`config.mk`:
```
export PLATFORM = sky130hd
export DESIGN_NAME = coc_comparator_ctrl
export DESIGN_NICKNAME = d
export VERILOG_FILES = /design/src/coc_pkg.sv /design/src/coc_comparator_ctrl.sv /design/src/coc_sync.sv
export SDC_FILE = /design/constraint.sdc
export NUM_CORES = 1
export LEC_CHECK = 0
export ABC_CLOCK_PERIOD_IN_PS = 1600
export BUFFER_PORTS_ARGS = -buffer_cell sky130_fd_sc_hd__buf_2
export CELL_PAD_IN_SITES_DETAIL_PLACEMENT = 0
export CELL_PAD_IN_SITES_GLOBAL_PLACEMENT = 1
export CORE_UTILIZATION = 31
export CTS_CLUSTER_SIZE = 10
export DETAILED_ROUTE_END_ITERATION = 8
export PLACE_DENSITY_LB_ADDON = 0.1
export SYNTH_ARGS = -nofsm -noshare
export SYNTH_HDL_FRONTEND = slang
export SYNTH_SLANG_ARGS = --single-unit
```
`constraint.sdc`:
```
create_clock -name aclk -period 1.6 [get_ports aclk]
set_input_delay 0.32 -clock aclk [delete_from_list [all_inputs] [get_ports aclk]]
set_output_delay 0.32 -clock aclk [all_outputs]
set_load 0.01 [all_outputs]
```
`src/coc_pkg.sv`:
```
package coc_pkg;

// ****************************************************************
// Notes on behaviour
// - two outputs go to the pins, one synchronous to aclk and one raw, passed without a clock.
// - the raw output keeps following the comparator decision even while aclk is stopped.
// - while the comparator is disabled every output routed to a pin is driven low.
// - clearing the enable also removes the supply control of the analog comparator.
// - software can read the comparator result and it feeds the interrupt logic, pins or not.
// - the comparator output is offered to the reset logic as a reset source.
// - a routed output drives its pin open-drain or push-pull as its own setting says.
// - software sets response time, hysteresis and the input multiplexer selection.
// - bit 5 of the reset source register arms the reset; it reads one only after such a reset (set one cycle after the request rises, reset or not).
// - when armed and the comparator enabled, reset is requested while the non-inverting input is below the inverting one.
// ****************************************************************

    // ************************************************************
    // register map
    // ************************************************************
    localparam int ADDR_W = 8;
    localparam logic [7:0] OFS_CTRL = 8'h00;
    localparam logic [7:0] OFS_MUX = 8'h04;
    localparam logic [7:0] OFS_STATUS = 8'h08;
    localparam logic [7:0] OFS_INT_STAT = 8'h0C;
    localparam logic [7:0] OFS_INT_MASK = 8'h10;
    localparam logic [7:0] OFS_RST_SRC = 8'h14;

    // control register fields
    localparam int CTRL_W = 12;
    localparam int EN_BIT = 0;
    localparam int RESP_LSB = 1;
    localparam int HYSP_LSB = 4;
    localparam int HYSN_LSB = 6;
    localparam int SYNC_PIN_BIT = 8;
    localparam int RAW_PIN_BIT = 9;
    localparam int SYNC_OD_BIT = 10;
    localparam int RAW_OD_BIT = 11;
    localparam logic [11:0] CTRL_RST = 12'h000;

    // multiplexer register fields
    localparam int MUX_W = 8;
    localparam int SEL_W = 4;
    localparam int POS_LSB = 0;
    localparam int NEG_LSB = 4;
    localparam logic [7:0] MUX_RST = 8'h00;

    // status, interrupt and reset source fields
    localparam int ST_SYNC_BIT = 0;
    localparam int ST_EN_BIT = 1;
    localparam int INT_W = 2;
    localparam int INT_RISE_BIT = 0;
    localparam int INT_FALL_BIT = 1;
    localparam logic [1:0] INT_MASK_RST = 2'h0;
    localparam int RST_CMP_BIT = 5;

    // bus answers and synchroniser depth
    localparam logic [1:0] RESP_OKAY = 2'h0;
    localparam logic [1:0] RESP_SLVERR = 2'h2;
    localparam int SYNC_STAGES = 3;

endpackage

```
`src/coc_comparator_ctrl.sv`:
```
`timescale 1ns/1ps
`default_nettype none

module coc_comparator_ctrl (
    // clock, bus reset and power-on reset
    input wire logic aclk,
    input wire logic aresetn,
    input wire logic por_n,
    // axi4-lite write address
    input wire logic awvalid,
    output logic awready,
    input wire logic [31:0] awaddr,
    input wire logic [2:0] awprot,
    // axi4-lite write data
    input wire logic wvalid,
    output logic wready,
    input wire logic [31:0] wdata,
    input wire logic [3:0] wstrb,
    // axi4-lite write response
    output logic bvalid,
    input wire logic bready,
    output logic [1:0] bresp,
    // axi4-lite read address
    input wire logic arvalid,
    output logic arready,
    input wire logic [31:0] araddr,
    input wire logic [2:0] arprot,
    // axi4-lite read data
    output logic rvalid,
    input wire logic rready,
    output logic [31:0] rdata,
    output logic [1:0] rresp,
    // analog comparator
    input wire logic comp_decision,
    output logic comp_power_en,
    output logic [1:0] comp_response_mode,
    output logic [1:0] comp_hyst_pos,
    output logic [1:0] comp_hyst_neg,
    output logic [3:0] noninverting_input,
    output logic [3:0] inverting_input,
    // pin drivers
    output logic comparator_sync_out,
    output logic comparator_raw_out,
    output logic sync_pin_out,
    output logic sync_pin_oe_n,
    output logic raw_pin_out,
    output logic raw_pin_oe_n,
    // interrupt and reset request
    output logic irq,
    output logic comp_reset_req
);
    // ************************************************************
    // state
    // ************************************************************
    typedef struct packed {
        logic aw_got;
        logic [coc_pkg::ADDR_W-1:0] aw_addr;
        logic w_got;
        logic [31:0] w_data;
        logic [3:0] w_strb;
        logic bvalid;
        logic [1:0] bresp;
        logic rvalid;
        logic [31:0] rdata;
        logic [1:0] rresp;
        logic [coc_pkg::CTRL_W-1:0] ctrl;
        logic [coc_pkg::MUX_W-1:0] mux;
        logic [coc_pkg::INT_W-1:0] istat;
        logic [coc_pkg::INT_W-1:0] imask;
        logic sync_q;
        logic rst_en;
        logic rst_cause;
        logic rst_req;
    } coc_state_t;

    coc_state_t st_reg;
    coc_state_t st_next;
    logic filt;
    logic en;
    logic do_wr;
    logic keep_en;
    logic keep_cause;
    logic [31:0] wr_val;
    logic [coc_pkg::INT_W-1:0] ev;

    // byte-lane merge of a write into the old value
    function automatic logic [31:0] merge(input logic [31:0] old, input logic [31:0] d,
                                          input logic [3:0] s);
        logic [31:0] r;
        r = old;
        for (int i = 0; i < 4; i++) begin
            if (s[i]) begin
                r[8*i +: 8] = d[8*i +: 8];
            end
        end
        return r;
    endfunction

    // ************************************************************
    // synchroniser of the comparator decision
    // ************************************************************
    coc_sync #(
        .STAGES(coc_pkg::SYNC_STAGES)
    ) u_sync (
        .aclk(aclk),
        .aresetn(aresetn),
        .async_in(comp_decision),
        .sync_out(filt)
    );

    assign en = st_reg.ctrl[coc_pkg::EN_BIT];

    // ************************************************************
    // next state: bus slave, registers, events, reset source
    // ************************************************************
    always_comb begin
        st_next = st_reg;
        wr_val = 32'h0000_0000;
        ev = '0;
        keep_en = st_reg.rst_en;
        keep_cause = st_reg.rst_cause;
        // write address and data are taken in either order
        if (awvalid && awready) begin
            st_next.aw_got = 1'b1;
            st_next.aw_addr = awaddr[coc_pkg::ADDR_W-1:0];
        end
        if (wvalid && wready) begin
            st_next.w_got = 1'b1;
            st_next.w_data = wdata;
            st_next.w_strb = wstrb;
        end
        if (st_reg.bvalid && bready) begin
            st_next.bvalid = 1'b0;
        end
        // register write once both halves are held
        if (do_wr) begin
            st_next.aw_got = 1'b0;
            st_next.w_got = 1'b0;
            st_next.bvalid = 1'b1;
            st_next.bresp = coc_pkg::RESP_OKAY;
            case (st_reg.aw_addr)
                coc_pkg::OFS_CTRL: begin
                    wr_val = merge(32'(st_reg.ctrl), st_reg.w_data, st_reg.w_strb);
                    st_next.ctrl = wr_val[coc_pkg::CTRL_W-1:0];
                end
                coc_pkg::OFS_MUX: begin
                    wr_val = merge(32'(st_reg.mux), st_reg.w_data, st_reg.w_strb);
                    st_next.mux = wr_val[coc_pkg::MUX_W-1:0];
                end
                coc_pkg::OFS_STATUS: begin
                    st_next.bresp = coc_pkg::RESP_OKAY;
                end
                coc_pkg::OFS_INT_STAT: begin
                    // write one to clear, only in enabled lanes
                    if (st_reg.w_strb[0]) begin
                        st_next.istat = st_reg.istat & ~st_reg.w_data[coc_pkg::INT_W-1:0];
                    end
                end
                coc_pkg::OFS_INT_MASK: begin
                    wr_val = merge(32'(st_reg.imask), st_reg.w_data, st_reg.w_strb);
                    st_next.imask = wr_val[coc_pkg::INT_W-1:0];
                end
                coc_pkg::OFS_RST_SRC: begin
                    if (st_reg.w_strb[0]) begin
                        st_next.rst_en = st_reg.w_data[coc_pkg::RST_CMP_BIT];
                        st_next.rst_cause = 1'b0;
                    end
                end
                default: begin
                    st_next.bresp = coc_pkg::RESP_SLVERR;
                end
            endcase
        end
        // read path: one outstanding read, answer from a register
        if (st_reg.rvalid && rready) begin
            st_next.rvalid = 1'b0;
        end
        if (arvalid && arready) begin
            st_next.rvalid = 1'b1;
            st_next.rresp = coc_pkg::RESP_OKAY;
            case (araddr[coc_pkg::ADDR_W-1:0])
                coc_pkg::OFS_CTRL: st_next.rdata = 32'(st_reg.ctrl);
                coc_pkg::OFS_MUX: st_next.rdata = 32'(st_reg.mux);
                coc_pkg::OFS_STATUS: begin
                    st_next.rdata = (32'(st_reg.sync_q) << coc_pkg::ST_SYNC_BIT)
                                  | (32'(en) << coc_pkg::ST_EN_BIT);
                end
                coc_pkg::OFS_INT_STAT: st_next.rdata = 32'(st_reg.istat);
                coc_pkg::OFS_INT_MASK: st_next.rdata = 32'(st_reg.imask);
                coc_pkg::OFS_RST_SRC: begin
                    st_next.rdata = 32'(st_reg.rst_cause) << coc_pkg::RST_CMP_BIT;
                end
                default: begin
                    st_next.rdata = 32'h0000_0000;
                    st_next.rresp = coc_pkg::RESP_SLVERR;
                end
            endcase
        end
        // latched result, forced low while disabled
        st_next.sync_q = st_next.ctrl[coc_pkg::EN_BIT] & filt;
        // edges of the latched result; a set beats a same-cycle clear
        ev[coc_pkg::INT_RISE_BIT] = st_next.sync_q & ~st_reg.sync_q;
        ev[coc_pkg::INT_FALL_BIT] = ~st_next.sync_q & st_reg.sync_q;
        st_next.istat = st_next.istat | ev;
        // reset request while non-inverting input sits below inverting
        st_next.rst_req = st_reg.rst_en & en & ~st_reg.sync_q;
        if (st_reg.rst_req) begin
            st_next.rst_cause = 1'b1;
        end
        // bus reset spares the reset source flags so the cause survives
        if (!aresetn) begin
            st_next = '0;
            st_next.ctrl = coc_pkg::CTRL_RST;
            st_next.mux = coc_pkg::MUX_RST;
            st_next.imask = coc_pkg::INT_MASK_RST;
            st_next.rst_en = keep_en;
            st_next.rst_cause = keep_cause | st_reg.rst_req;
        end
        if (!por_n) begin
            st_next.rst_en = 1'b0;
            st_next.rst_cause = 1'b0;
        end
    end

    always_ff @(posedge aclk) begin
        st_reg <= st_next;
    end

    // ************************************************************
    // bus handshakes
    // ************************************************************
    // a pending response blocks new writes so only one is in flight
    assign do_wr = st_reg.aw_got && st_reg.w_got && !st_reg.bvalid;
    assign awready = !st_reg.aw_got && !st_reg.bvalid;
    assign wready = !st_reg.w_got && !st_reg.bvalid;
    assign arready = !st_reg.rvalid;
    assign bvalid = st_reg.bvalid;
    assign bresp = st_reg.bresp;
    assign rvalid = st_reg.rvalid;
    assign rdata = st_reg.rdata;
    assign rresp = st_reg.rresp;

    // ************************************************************
    // analog controls and outputs
    // ************************************************************
    // supply follows the enable; no supply while disabled
    assign comp_power_en = en;
    assign comp_response_mode = st_reg.ctrl[coc_pkg::RESP_LSB +: 2];
    assign comp_hyst_pos = st_reg.ctrl[coc_pkg::HYSP_LSB +: 2];
    assign comp_hyst_neg = st_reg.ctrl[coc_pkg::HYSN_LSB +: 2];
    assign noninverting_input = st_reg.mux[coc_pkg::POS_LSB +: coc_pkg::SEL_W];
    assign inverting_input = st_reg.mux[coc_pkg::NEG_LSB +: coc_pkg::SEL_W];

    // raw path has no flop on it so it works with aclk stopped
    assign comparator_raw_out = comp_decision & en;
    assign comparator_sync_out = st_reg.sync_q;

    // pin drive: open-drain only ever pulls low, enable low means driving
    always_comb begin
        sync_pin_out = 1'b0;
        sync_pin_oe_n = 1'b1;
        raw_pin_out = 1'b0;
        raw_pin_oe_n = 1'b1;
        if (st_reg.ctrl[coc_pkg::SYNC_PIN_BIT]) begin
            if (st_reg.ctrl[coc_pkg::SYNC_OD_BIT]) begin
                sync_pin_oe_n = comparator_sync_out;
            end else begin
                sync_pin_out = comparator_sync_out;
                sync_pin_oe_n = 1'b0;
            end
        end
        if (st_reg.ctrl[coc_pkg::RAW_PIN_BIT]) begin
            if (st_reg.ctrl[coc_pkg::RAW_OD_BIT]) begin
                raw_pin_oe_n = comparator_raw_out;
            end else begin
                raw_pin_out = comparator_raw_out;
                raw_pin_oe_n = 1'b0;
            end
        end
    end

    assign irq = |(st_reg.istat & st_reg.imask);
    assign comp_reset_req = st_reg.rst_req;
endmodule

`default_nettype wire

```
`src/coc_sync.sv`:
```
`timescale 1ns/1ps
`default_nettype none

// three-stage level synchroniser with an agreement filter
module coc_sync #(
    parameter int STAGES = 3
) (
    // clock and reset
    input wire logic aclk,
    input wire logic aresetn,
    // level from another domain and its filtered copy
    input wire logic async_in,
    output logic sync_out
);
    typedef struct packed {
        logic [STAGES-1:0] chain;
        logic level;
    } coc_sync_t;

    coc_sync_t st_reg;
    coc_sync_t st_next;

    // stage 0 feeds only stage 1; the filter looks at the last two stages
    always_comb begin
        st_next = st_reg;
        st_next.chain = {st_reg.chain[STAGES-2:0], async_in};
        if (st_reg.chain[STAGES-1] == st_reg.chain[STAGES-2]) begin
            st_next.level = st_reg.chain[STAGES-1];
        end
        if (!aresetn) begin
            st_next = '0;
        end
    end

    always_ff @(posedge aclk) begin
        st_reg <= st_next;
    end

    assign sync_out = st_reg.level;
endmodule

`default_nettype wire

```
==> summary.md, run 1 <==
| Metric | Value |
|---|---|
| Outcome | `completed` |
| Initial DRC count | `139` |
| Fin Clk Skew | `0.00650 ns` |
| Tmin final | `1.49 ns` |
| Initial antenna violation count | `0` |
| Rows | `37` |
| Fin cells | `598` |
| Internal power | `0.00291 W` |
| DP Cell Count | `582` |
| Drt drc | `0` |
| WL per Instance | `13.2 microns` |
| Number of global-route vias before repair | `2,502` |
| Pre-antenna DRT Iters | `4` |
| CP Max Fanout | `6` |
| Psw | `0.000948 W` |
| Final setup viols | `0` |
| Number of synthesized register bits | `72` |
| Grt ovf | `0` |
| Antenna-violating nets left | `0` |
| Worst-skew pair later-pin latency | `0.34 ns` |
| R2R setup slack | `0.11 ns` |
| Reg2reg start | `st_reg[109]` |
| Max FFs per register | `33` |
| H-tree lvl count | `3` |
| Max Cap Viol | `0` |
| Via/cell ratio | `4.48` |
| WS Path Type | `reg2reg` |
| Sequential share of power | `0.492` |
| CTS tree | `yes` |
| Fmax | `0.670 GHz` |
| Crit path capture | `st_reg[7]` |
| Worst Path Required | `1.82 ns` |
| Crit path DAT | `1.72 ns` |
| Clock sink count | `72` |
| RSZ-0062 raised after global routing | `no` |
| Sw Ratio | `0.246` |
| Final nets | `572` |
| Initial cell density of the core | `0.322` |
| Overall routing resource usage | `0.149` |
| Post-synth cell types | `45` |
| GPL Wtd Cong | `0.768` |
| Fin crit share | `0.933` |
| Area delta synth->final | `17.2%` |
| R2R depth | `4` |
| Share of cells above drive strength 1 | `0.288` |
| Fin. Hold Viols | `0` |
| Cts bufs inserted | `9` |
| DPL Wire Length | `5940 microns` |
| Clk pwr share | `0.414` |
| Peak VDD IR | `0.000415 V` |
| Vias | `2,682` |
| Worst hold path type | `in2reg` |
| Hold path start | `comp_decision` |
| Port bufs | `80` |
| Largest net degree at the start of global routing | `23` |
| First-pass GRT wire length | `12,800 microns` |
| Slew Viols, Final | `0` |
| DIE AREA | `0.0112 sq mm` |
| Leakage | `1.74 nW` |
| Hold_ws | `0.189 ns` |
| CTS Buffer Depth | `2` |
| Post-synthesis instance total | `392` |
| Clock root cell | `clkbuf_8` |
| Syn_area_per_cell | `8.53 sq um` |
| PwrDens | `984 mW/mm^2` |
| Final WL | `7920 microns` |
| Yosys warnings | `0` |
| Clk slew on worst S/H paths | `0.08 ns` |
| Chip Height | `106 microns` |
| Mapped Area | `0.00334 sq mm` |
| Placement Setup Slack | `-0.0450 ns` |
| Crit end category | `flip-flop` |
| # diodes | `0` |
| Combinational Power Share | `0.094` |
| Worst Setup SP | `st_reg[109]` |
| Post-route setup slack | `0.107 ns` |
| Placeable Area | `0.0104 sq mm` |
| Reg-to-reg critical path endpoint | `st_reg[7]` |
| Part of the Yosys area used for sequential elements | `0.431` |
| I/O pin count | `179` |
| Post-CTS Setup Inserts | `0` |
| Die Wd | `106 microns` |
| Setup crit start kind | `flip-flop` |
==> placed cells by master (no fill, tap or decap), drive strengths merged, types with 3 or more instances in the layout <==
cell type	n
mux2i	16
nand3	8
nor2	26
nand2	77
nand4	6
buf	100
mux2	5
clkbuf	11
nor3	4
a22oi	9
inv	6
dfxtp	72
conb	22
and3b	3
nor3b	3
and2	8
a21oi	44
o21ai	12
==> cells in the mapped netlist, drive strengths merged <==
cell type	instances	area (sq um)
a211o	1	8.76
a21boi	1	7.51
a21oi	44	220
a22o	1	8.76
a22oi	9	67.6
a31oi	1	6.26
a32o	1	10.0
a41o	1	10.0
and2	8	51.3
and3	2	13.8
and3b	3	26.3
and4	1	8.76
and4b	2	20.0
buf	57	425
clkbuf	10	37.5
clkinv	1	3.75
conb	1	3.75
dfxtp	72	1440
inv	6	22.5
mux2	5	56.3
mux2i	16	160
nand2	77	289
nand2b	2	12.5
nand3	8	40.0
nand3b	1	7.51
nand4	6	43.8
nor2	26	97.6
nor2b	2	12.5
nor3	4	47.5
nor3b	3	33.8
nor4	2	42.5
o21ai	12	60.1
o22ai	2	12.5
or3	2	12.5
or3b	1	8.76
or4	1	11.3
==> cells by family (layout without fill, tap and decap cells) <==
kind of cell	Yosys count	count (layout)	share of synthesized area
compound gates	73	73	0.123
buf+inv	74	123	0.146
mux	21	21	0.0648
other cells	1	22	0.00112
simple gates	151	151	0.233
flops	72	72	0.431
==> worst min path at each step <==
stage,endpoint,cells after the start,slack [ns]
2_1_floorplan,u_sync.st_reg[2],1,0.41
3_3_place_gp,u_sync.st_reg[2],1,0.42
3_5_place_dp,u_sync.st_reg[2],1,0.43
4_1_cts,u_sync.st_reg[1],2,0.17
5_1_grt,u_sync.st_reg[1],2,0.18
6_report,u_sync.st_reg[1],2,0.19
==> timing repair <==
action,CTS,global route
resized for setup,0,2
hold buffers,0,0
endpoints found under the setup margin,0,2
==> worst max-delay path, stage by stage, from the launching register on <==
cell	delay [ns]
dfxtp_1	0.34
nor3_4	0.33
and4_1	0.32
mux2i_2	0.27
o21ai_0	0.11
==> stage by stage <==
step,power (W),setup TNS [ns],utilization,cell area (sq um)
6_report,0.00386,0,0.378,3920
5_1_grt,0.00405,0,0.378,3920
3_5_place_dp,0.00231,-0.160,0.356,3690
3_3_place_gp,0.00230,-0.0641,0.356,3690
4_1_cts,0.00391,0,0.377,3910
2_1_floorplan,0.00219,0,-,3420
==> routing by layer <==
metal / part of all wire / wire, microns / track usage / up-vias
li1: - / - / - / 1386
met5: 0 / 0 / 0 / -
met3: 0.052 / 408 / 0.0340 / 12
met2: 0.43 / 3380 / 0.223 / 75
met1: 0.51 / 4010 / 0.206 / 1209
met4: 0.016 / 129 / 0.0595 / 0
==> cell type report <==
| type | instances | area (sq um) |
|---|---|---|
| fill | 1103 | 6450 |
| multi-input combinational | 267 | 1490 |
| clock buffer | 11 | 141 |
| clock inverter | 5 | 80.1 |
| tap | 136 | 170 |
| sequential | 72 | 1440 |
| timing repair buffer | 100 | 563 |
| inverter | 7 | 26.3 |
==> power groups by stage <==
stage	sequential [W]	combinational, W	clock, W
floorplan	0.00192	0.000268	0
global placement	0.00194	0.000365	0
detailed placement	0.00194	0.000368	0
CTS	0.00190	0.000370	0.00165
global route	0.00190	0.000409	0.00174
finish	0.00190	0.000364	0.00160
No activity file was read; power rests on OpenSTA's default activity.
==> inputs of run 2 (changes only) <==
BUFFER_PORTS_ARGS = -buffer_cell sky130_fd_sc_hd__buf_4   (was -buffer_cell sky130_fd_sc_hd__buf_2)
CTS_CLUSTER_SIZE = default   (was 10)
==> summary.md, run 2 (same netlist as run 1, synthesis figures left out) <==
| Metric | Value |
|---|---|
| Outcome | `completed` |
| Crit path DAT | `1.15 ns (-0.57 ns)` |
| Fmax | `0.682 GHz (+1.9%)` |
| Placed inst area | `0.00388 sq mm (+5.2%)` |
| I/O pin count | `179 (unchanged)` |
| Pre-antenna DRT Iters | `4 (unchanged)` |
| Number of global-route vias before repair | `2,620 (+4.7%)` |
| First-pass GRT wire length | `13,200 microns (+3.2%)` |
| Combinational Power Share | `0.100 (+0.006)` |
| Final setup viols | `0 (unchanged)` |
| Fin crit share | `0.916 (-0.0170)` |
| DIE AREA | `0.0112 sq mm (unchanged)` |
| Overall routing resource usage | `0.152 (+0.00271)` |
| Leakage | `1.80 nW (+3.4%)` |
| WL per Instance | `13.1 microns (-0.82%)` |
| Placeable Area | `0.0104 sq mm (unchanged)` |
| Psw | `0.000948 W (about the same)` |
| Sw Ratio | `0.234 (-0.0121)` |
| Grt ovf | `0 (unchanged)` |
| Clk slew on worst S/H paths | `0.08 ns (about the same)` |
| CTS hold repair buffers | `0 (unchanged)` |
| H-tree lvl count | `3 (unchanged)` |
| Worst-skew pair later-pin latency | `0.34 ns (about the same)` |
| Peak VDD IR | `0.000394 V (-5.1%)` |
| PwrDens | `978 mW/mm^2 (-0.66%)` |
| Share of cells above drive strength 1 | `0.292 (+0.00370)` |
| Hold path cells | `2 (unchanged)` |
| Vias | `2,710 (+1.0%)` |
| Cts bufs inserted | `9 (unchanged)` |
| Fillers | `1,060 (-3.9%)` |
| Hold_ws | `0.190 ns (+0.00135 ns)` |
| Chip Height | `106 microns (unchanged)` |
| R2R depth | `4 (unchanged)` |
| Rows | `37 (unchanged)` |
| Drt drc | `0 (unchanged)` |
| Initial DRC count | `76 (-45%)` |
| Initial antenna violation count | `0 (unchanged)` |
| Post-route cell area | `0.00415 sq mm (+5.9%)` |
| GPL Wtd Cong | `0.757 (-1.4%)` |
| # diodes | `0 (unchanged)` |
| Max Cap Viol | `0 (unchanged)` |
| Antenna-violating nets left | `0 (unchanged)` |
| Crit end category | `primary output` |
| Internal power | `0.00311 W (+6.9%)` |
| DP Cell Count | `581 (-0.17%)` |
| Leading cell type in the layout, fill and taps excluded | `buf_4` |
| Slew Viols, Final | `0 (unchanged)` |
| CTS Buffer Depth | `2 (unchanged)` |
| Clock root cell | `clkbuf_8` |
| Largest net degree at the start of global routing | `37 (+61%)` |
| Fin. Hold Viols | `0 (unchanged)` |
| WS Path Type | `reg2out` |
| Worst hold path type | `in2reg` |
| Most frequent cells in the layout | `buf_4 (100), nand2_1 (77), dfxtp_1 (71)` |
| Worst Path Required | `1.28 ns (-0.54 ns)` |
| CP Max Fanout | `4 (-2)` |
| Final nets | `573 (+0.17%)` |
| Tmin final | `1.47 ns (-0.0271 ns)` |
| Clock sink count | `72 (unchanged)` |
| DPL Wire Length | `5920 microns (-0.39%)` |
| Setup TNS | `0 ns (unchanged)` |
| CTS tree | `yes` |
| Clk pwr share | `0.433 (+0.019)` |
| RSZ-0062 raised after global routing | `no` |
| Via/cell ratio | `4.52 (+0.88%)` |
| Port bufs | `80 (unchanged)` |
| Die Wd | `106 microns (unchanged)` |
| Final WL | `7870 microns (-0.66%)` |
| Area delta synth->final | `24.2%` |
| Initial cell density of the core | `0.322 (unchanged)` |
| Sequential share of power | `0.467 (-0.025)` |
| Setup crit start kind | `flip-flop` |
| Fin Clk Skew | `0.0109 ns (+0.00444 ns)` |
| Fin cells | `599 (+0.17%)` |
| Max FFs per register | `33 (unchanged)` |
[run 2: cell count changes in the layout (fill, tap and decap cells not counted), sizes merged]
cell      previous run  this run
buf                100       101
clkinv               2         3
bufinv               2         3
clkinvlp             2         0
[run 2: repair_timing]
action,CTS,global route
buffers inserted,0,2
endpoints found under the setup margin,0,6
gates resized for setup,0,3
[run 2: worst max-delay path, cell delays in order, from the launching register on]
cell and delay (ns):
dfxtp_2 0.38, and2_1 0.17, and3b_1 0.16, buf_4 0.11
[run 2: power by group through the flow]
stage,combinational [W],sequential (W),clock (W)
global placement,0.000398,0.00194,0
CTS,0.000402,0.00190,0.00182
detailed placement,0.000401,0.00194,0
finish,0.000405,0.00189,0.00176
floorplan,0.000268,0.00192,0
global route,0.000454,0.00191,0.00190
[run 2: cell type report]
cell class	count	area, sq um	share of cell area
clock buffers	11	141	0.0341
repair buffers	101	771	0.186
well taps	136	170	0.0410
flip-flops and latches	72	1440	0.348
multi-input cells	267	1500	0.360
inverters	7	26.3	0.00633
clock inverters	5	104	0.0250
[run 2: per-layer routing]
metal  global-route usage  share of wire
met5                    0              0
met4               0.0565          0.014
met3               0.0322          0.050
met2                0.231           0.44
met1                0.209           0.49
[run 2: final timing paths]
check	from	slack, ns	end
setup reg to reg	st_reg[103]	0.15	st_reg[7]
setup / recovery	comp_power_en	0.13	raw_pin_out
hold reg to reg	u_sync.st_reg[1]	0.44	u_sync.st_reg[2]
hold / removal	comp_decision	0.19	u_sync.st_reg[1]
[run 2: metrics by stage]
stage,util,total power [W],setup slack (ns)
CTS,0.398,0.00411,0.0184
finish,0.400,0.00406,0.134
global placement,0.375,0.00234,-0.0191
global route,0.400,0.00426,0.00523
detailed placement,0.375,0.00234,-0.0299
floorplan,-,0.00219,0.125
==> inputs of run 3 (changes only) <==
ABC_CLOCK_PERIOD_IN_PS = 1200   (was 1600)
CORE_UTILIZATION = 28   (was 31)
clock period = 1.2 ns   (was 1.6 ns; I/O delays follow)
==> summary.md, run 3 (same netlist as run 1, synthesis figures left out) <==
| Metric | Value |
|---|---|
| Share of cells above drive strength 1 | `0.419 (+0.127)` |
| Most frequent cells in the layout | `buf_4 (104), nand2_1 (64), dfxtp_1 (63)` |
| Hold_ws | `0.128 ns (-0.0620 ns)` |
| Initial DRC count | `130 (+71%)` |
| Peak VDD IR | `0.000607 V (+54%)` |
| Placed inst area | `0.00413 sq mm (+6.3%)` |
| Fillers | `1,187 (+12%)` |
| Number of global-route vias before repair | `2,656 (+1.4%)` |
| Clk slew on worst S/H paths | `0.06 ns (-0.02 ns)` |
| H-tree lvl count | `3 (unchanged)` |
| Max FFs per register | `33 (unchanged)` |
| Failing checks | `design-rule violations, negative setup slack` |
| Antenna-violating nets left | `0 (unchanged)` |
| PwrDens | `1250 mW/mm^2 (+28%)` |
| CP Max Fanout | `5 (+1)` |
| DPL Wire Length | `6270 microns (+6.0%)` |
| Delay-heaviest family, CP | `simple AND/OR/NAND/NOR gates` |
| R2R depth | `4 (unchanged)` |
| Pre-antenna DRT Iters | `6 (+2)` |
| # diodes | `0 (unchanged)` |
| WS Path Type | `reg2reg` |
| Initial cell density of the core | `0.290 (-0.0321)` |
| DIE AREA | `0.0124 sq mm (+11%)` |
| Final nets | `602 (+5.1%)` |
| Crit path DAT | `1.65 ns (+0.50 ns)` |
| Placeable Area | `0.0115 sq mm (+11%)` |
| Fin. Hold Viols | `0 (unchanged)` |
| Die Wd | `111 microns (+5.1%)` |
| Fin Clk Skew | `0.00491 ns (-0.00603 ns)` |
| Grt ovf | `0 (unchanged)` |
| Number of cells on the critical path | `4 (+1)` |
| CP max stage delay | `0.33 ns (-0.05 ns)` |
| WL per Instance | `13.6 microns (+3.2%)` |
| Fin crit share | `1.15` |
| Crit end category | `flip-flop` |
| GPL Wtd Cong | `0.751 (-0.70%)` |
| Rows | `39 (+5.4%)` |
| Leakage | `2.07 nW (+15%)` |
| First-pass GRT wire length | `13,500 microns (+2.2%)` |
| Final setup viols | `39 (+39)` |
| Fmax | `0.725 GHz` |
| Final WL | `8610 microns (+9.4%)` |
| Worst Path Required | `1.47 ns (+0.19 ns)` |
| Tmin final | `1.38 ns` |
| Cts bufs inserted | `9 (unchanged)` |
| Slew Viols, Final | `0 (unchanged)` |
| I/O pin count | `179 (unchanged)` |
| Outcome | `complete, but fails checks` |
| RSZ-0062 raised after global routing | `yes` |
| Via/cell ratio | `4.50 (-0.52%)` |
| CTS tree | `yes` |
| Post-route cell area | `0.00474 sq mm (+14%)` |
| Slowest cell on the critical path | `dfxtp_2` |
| Post-route setup slack | `-0.180 ns (-0.313 ns)` |
| Worst hold path type | `in2reg` |
| Clock sink count | `72 (unchanged)` |
| Sequential cell area | `0.00146 sq mm (+0.87%)` |
| CTS Buffer Depth | `2 (unchanged)` |
| Multi-input logic area | `0.00166 sq mm (+11%)` |
| Initial antenna violation count | `0 (unchanged)` |
| Largest net degree at the start of global routing | `35 (-5.4%)` |
| Drt drc | `17 (+17)` |
| Worst-skew pair later-pin latency | `0.33 ns (about the same)` |
| Overall routing resource usage | `0.141 (-0.0107)` |
| Port bufs | `80 (unchanged)` |
| Vias | `2,858 (+5.5%)` |
| Max Cap Viol | `0 (unchanged)` |
| Worst path bufs/invs | `0 (-1)` |
| Hold path cells | `2 (unchanged)` |
| Setup TNS | `-3.93 ns (-3.93 ns)` |
| Chip Height | `111 microns (+5.1%)` |
| Area delta synth->final | `41.9%` |
| Clock root cell | `clkbuf_16` |
| Leading cell type in the layout, fill and taps excluded | `buf_4` |
| Setup crit start kind | `flip-flop` |
| Crit-path cells | `nor3_4 -> and4_4 -> mux2i_4 -> a32o_1` |
run 3: worst reg2reg max path: stages, from the launching register on:
cell and delay (ns):
dfxtp_2 0.33, nor3_4 0.28, and4_4 0.32, mux2i_4 0.25
a32o_1 0.14
run 3: through the flow:
stage               setup slack, ns  utilization  std cells  total power [W]
detailed placement           -0.270        0.358        612          0.00322
global route                 -0.274        0.412        635          0.00620
floorplan                    -0.203            -        413          0.00292
global placement             -0.277        0.358        612          0.00321
finish                       -0.180        0.412        635          0.00593
CTS                          -0.191        0.397        632          0.00595
run 3: layout make-up:
| class | count | area share |
|---|---|---|
| Multi-Input combinational cell | 267 | 0.351 |
| Sequential cell | 72 | 0.307 |
| Timing Repair Buffer | 130 | 0.235 |
| Clock buffer | 12 | 0.0586 |
| Tap cell | 143 | 0.0377 |
| Inverter | 7 | 0.00554 |
| Clock inverter | 4 | 0.00528 |
run 3: routing by layer:
layer / vias to the layer above / global-route usage / share of wire
met2: 75 / 0.210 / 0.44
met4: 0 / 0.0613 / 0.017
met3: 12 / 0.0317 / 0.053
met1: 1325 / 0.194 / 0.49
met5: - / 0 / 0
li1: 1446 / - / -
run 3: what timing repair did:
action | 4_1_cts | 5_1_grt
endpoints found under the setup margin | 66 | 58
setup buffers | 3 | 3
hold buffers | 0 | 0
gates resized for setup | 40 | 46
gates cloned | 1 | 0
pin swaps | 18 | 24
run 3: worst paths after layout:
| check | endpoint | startpoint | slack, ns |
|---|---|---|---|
| max | st_reg[6] | st_reg[109] | -0.18 |
| min | u_sync.st_reg[1] | comp_decision | 0.13 |
| max reg2reg | st_reg[6] | st_reg[109] | -0.18 |
| min reg2reg | u_sync.st_reg[2] | u_sync.st_reg[1] | 0.44 |
run 3: power by group:
part	switching [W]	internal [W]	leakage (nW)	total (W)
registers	0.0000637	0.00246	0.589	0.00253
clock network	0.00101	0.00163	0.146	0.00264
logic	0.000375	0.000390	1.34	0.000766
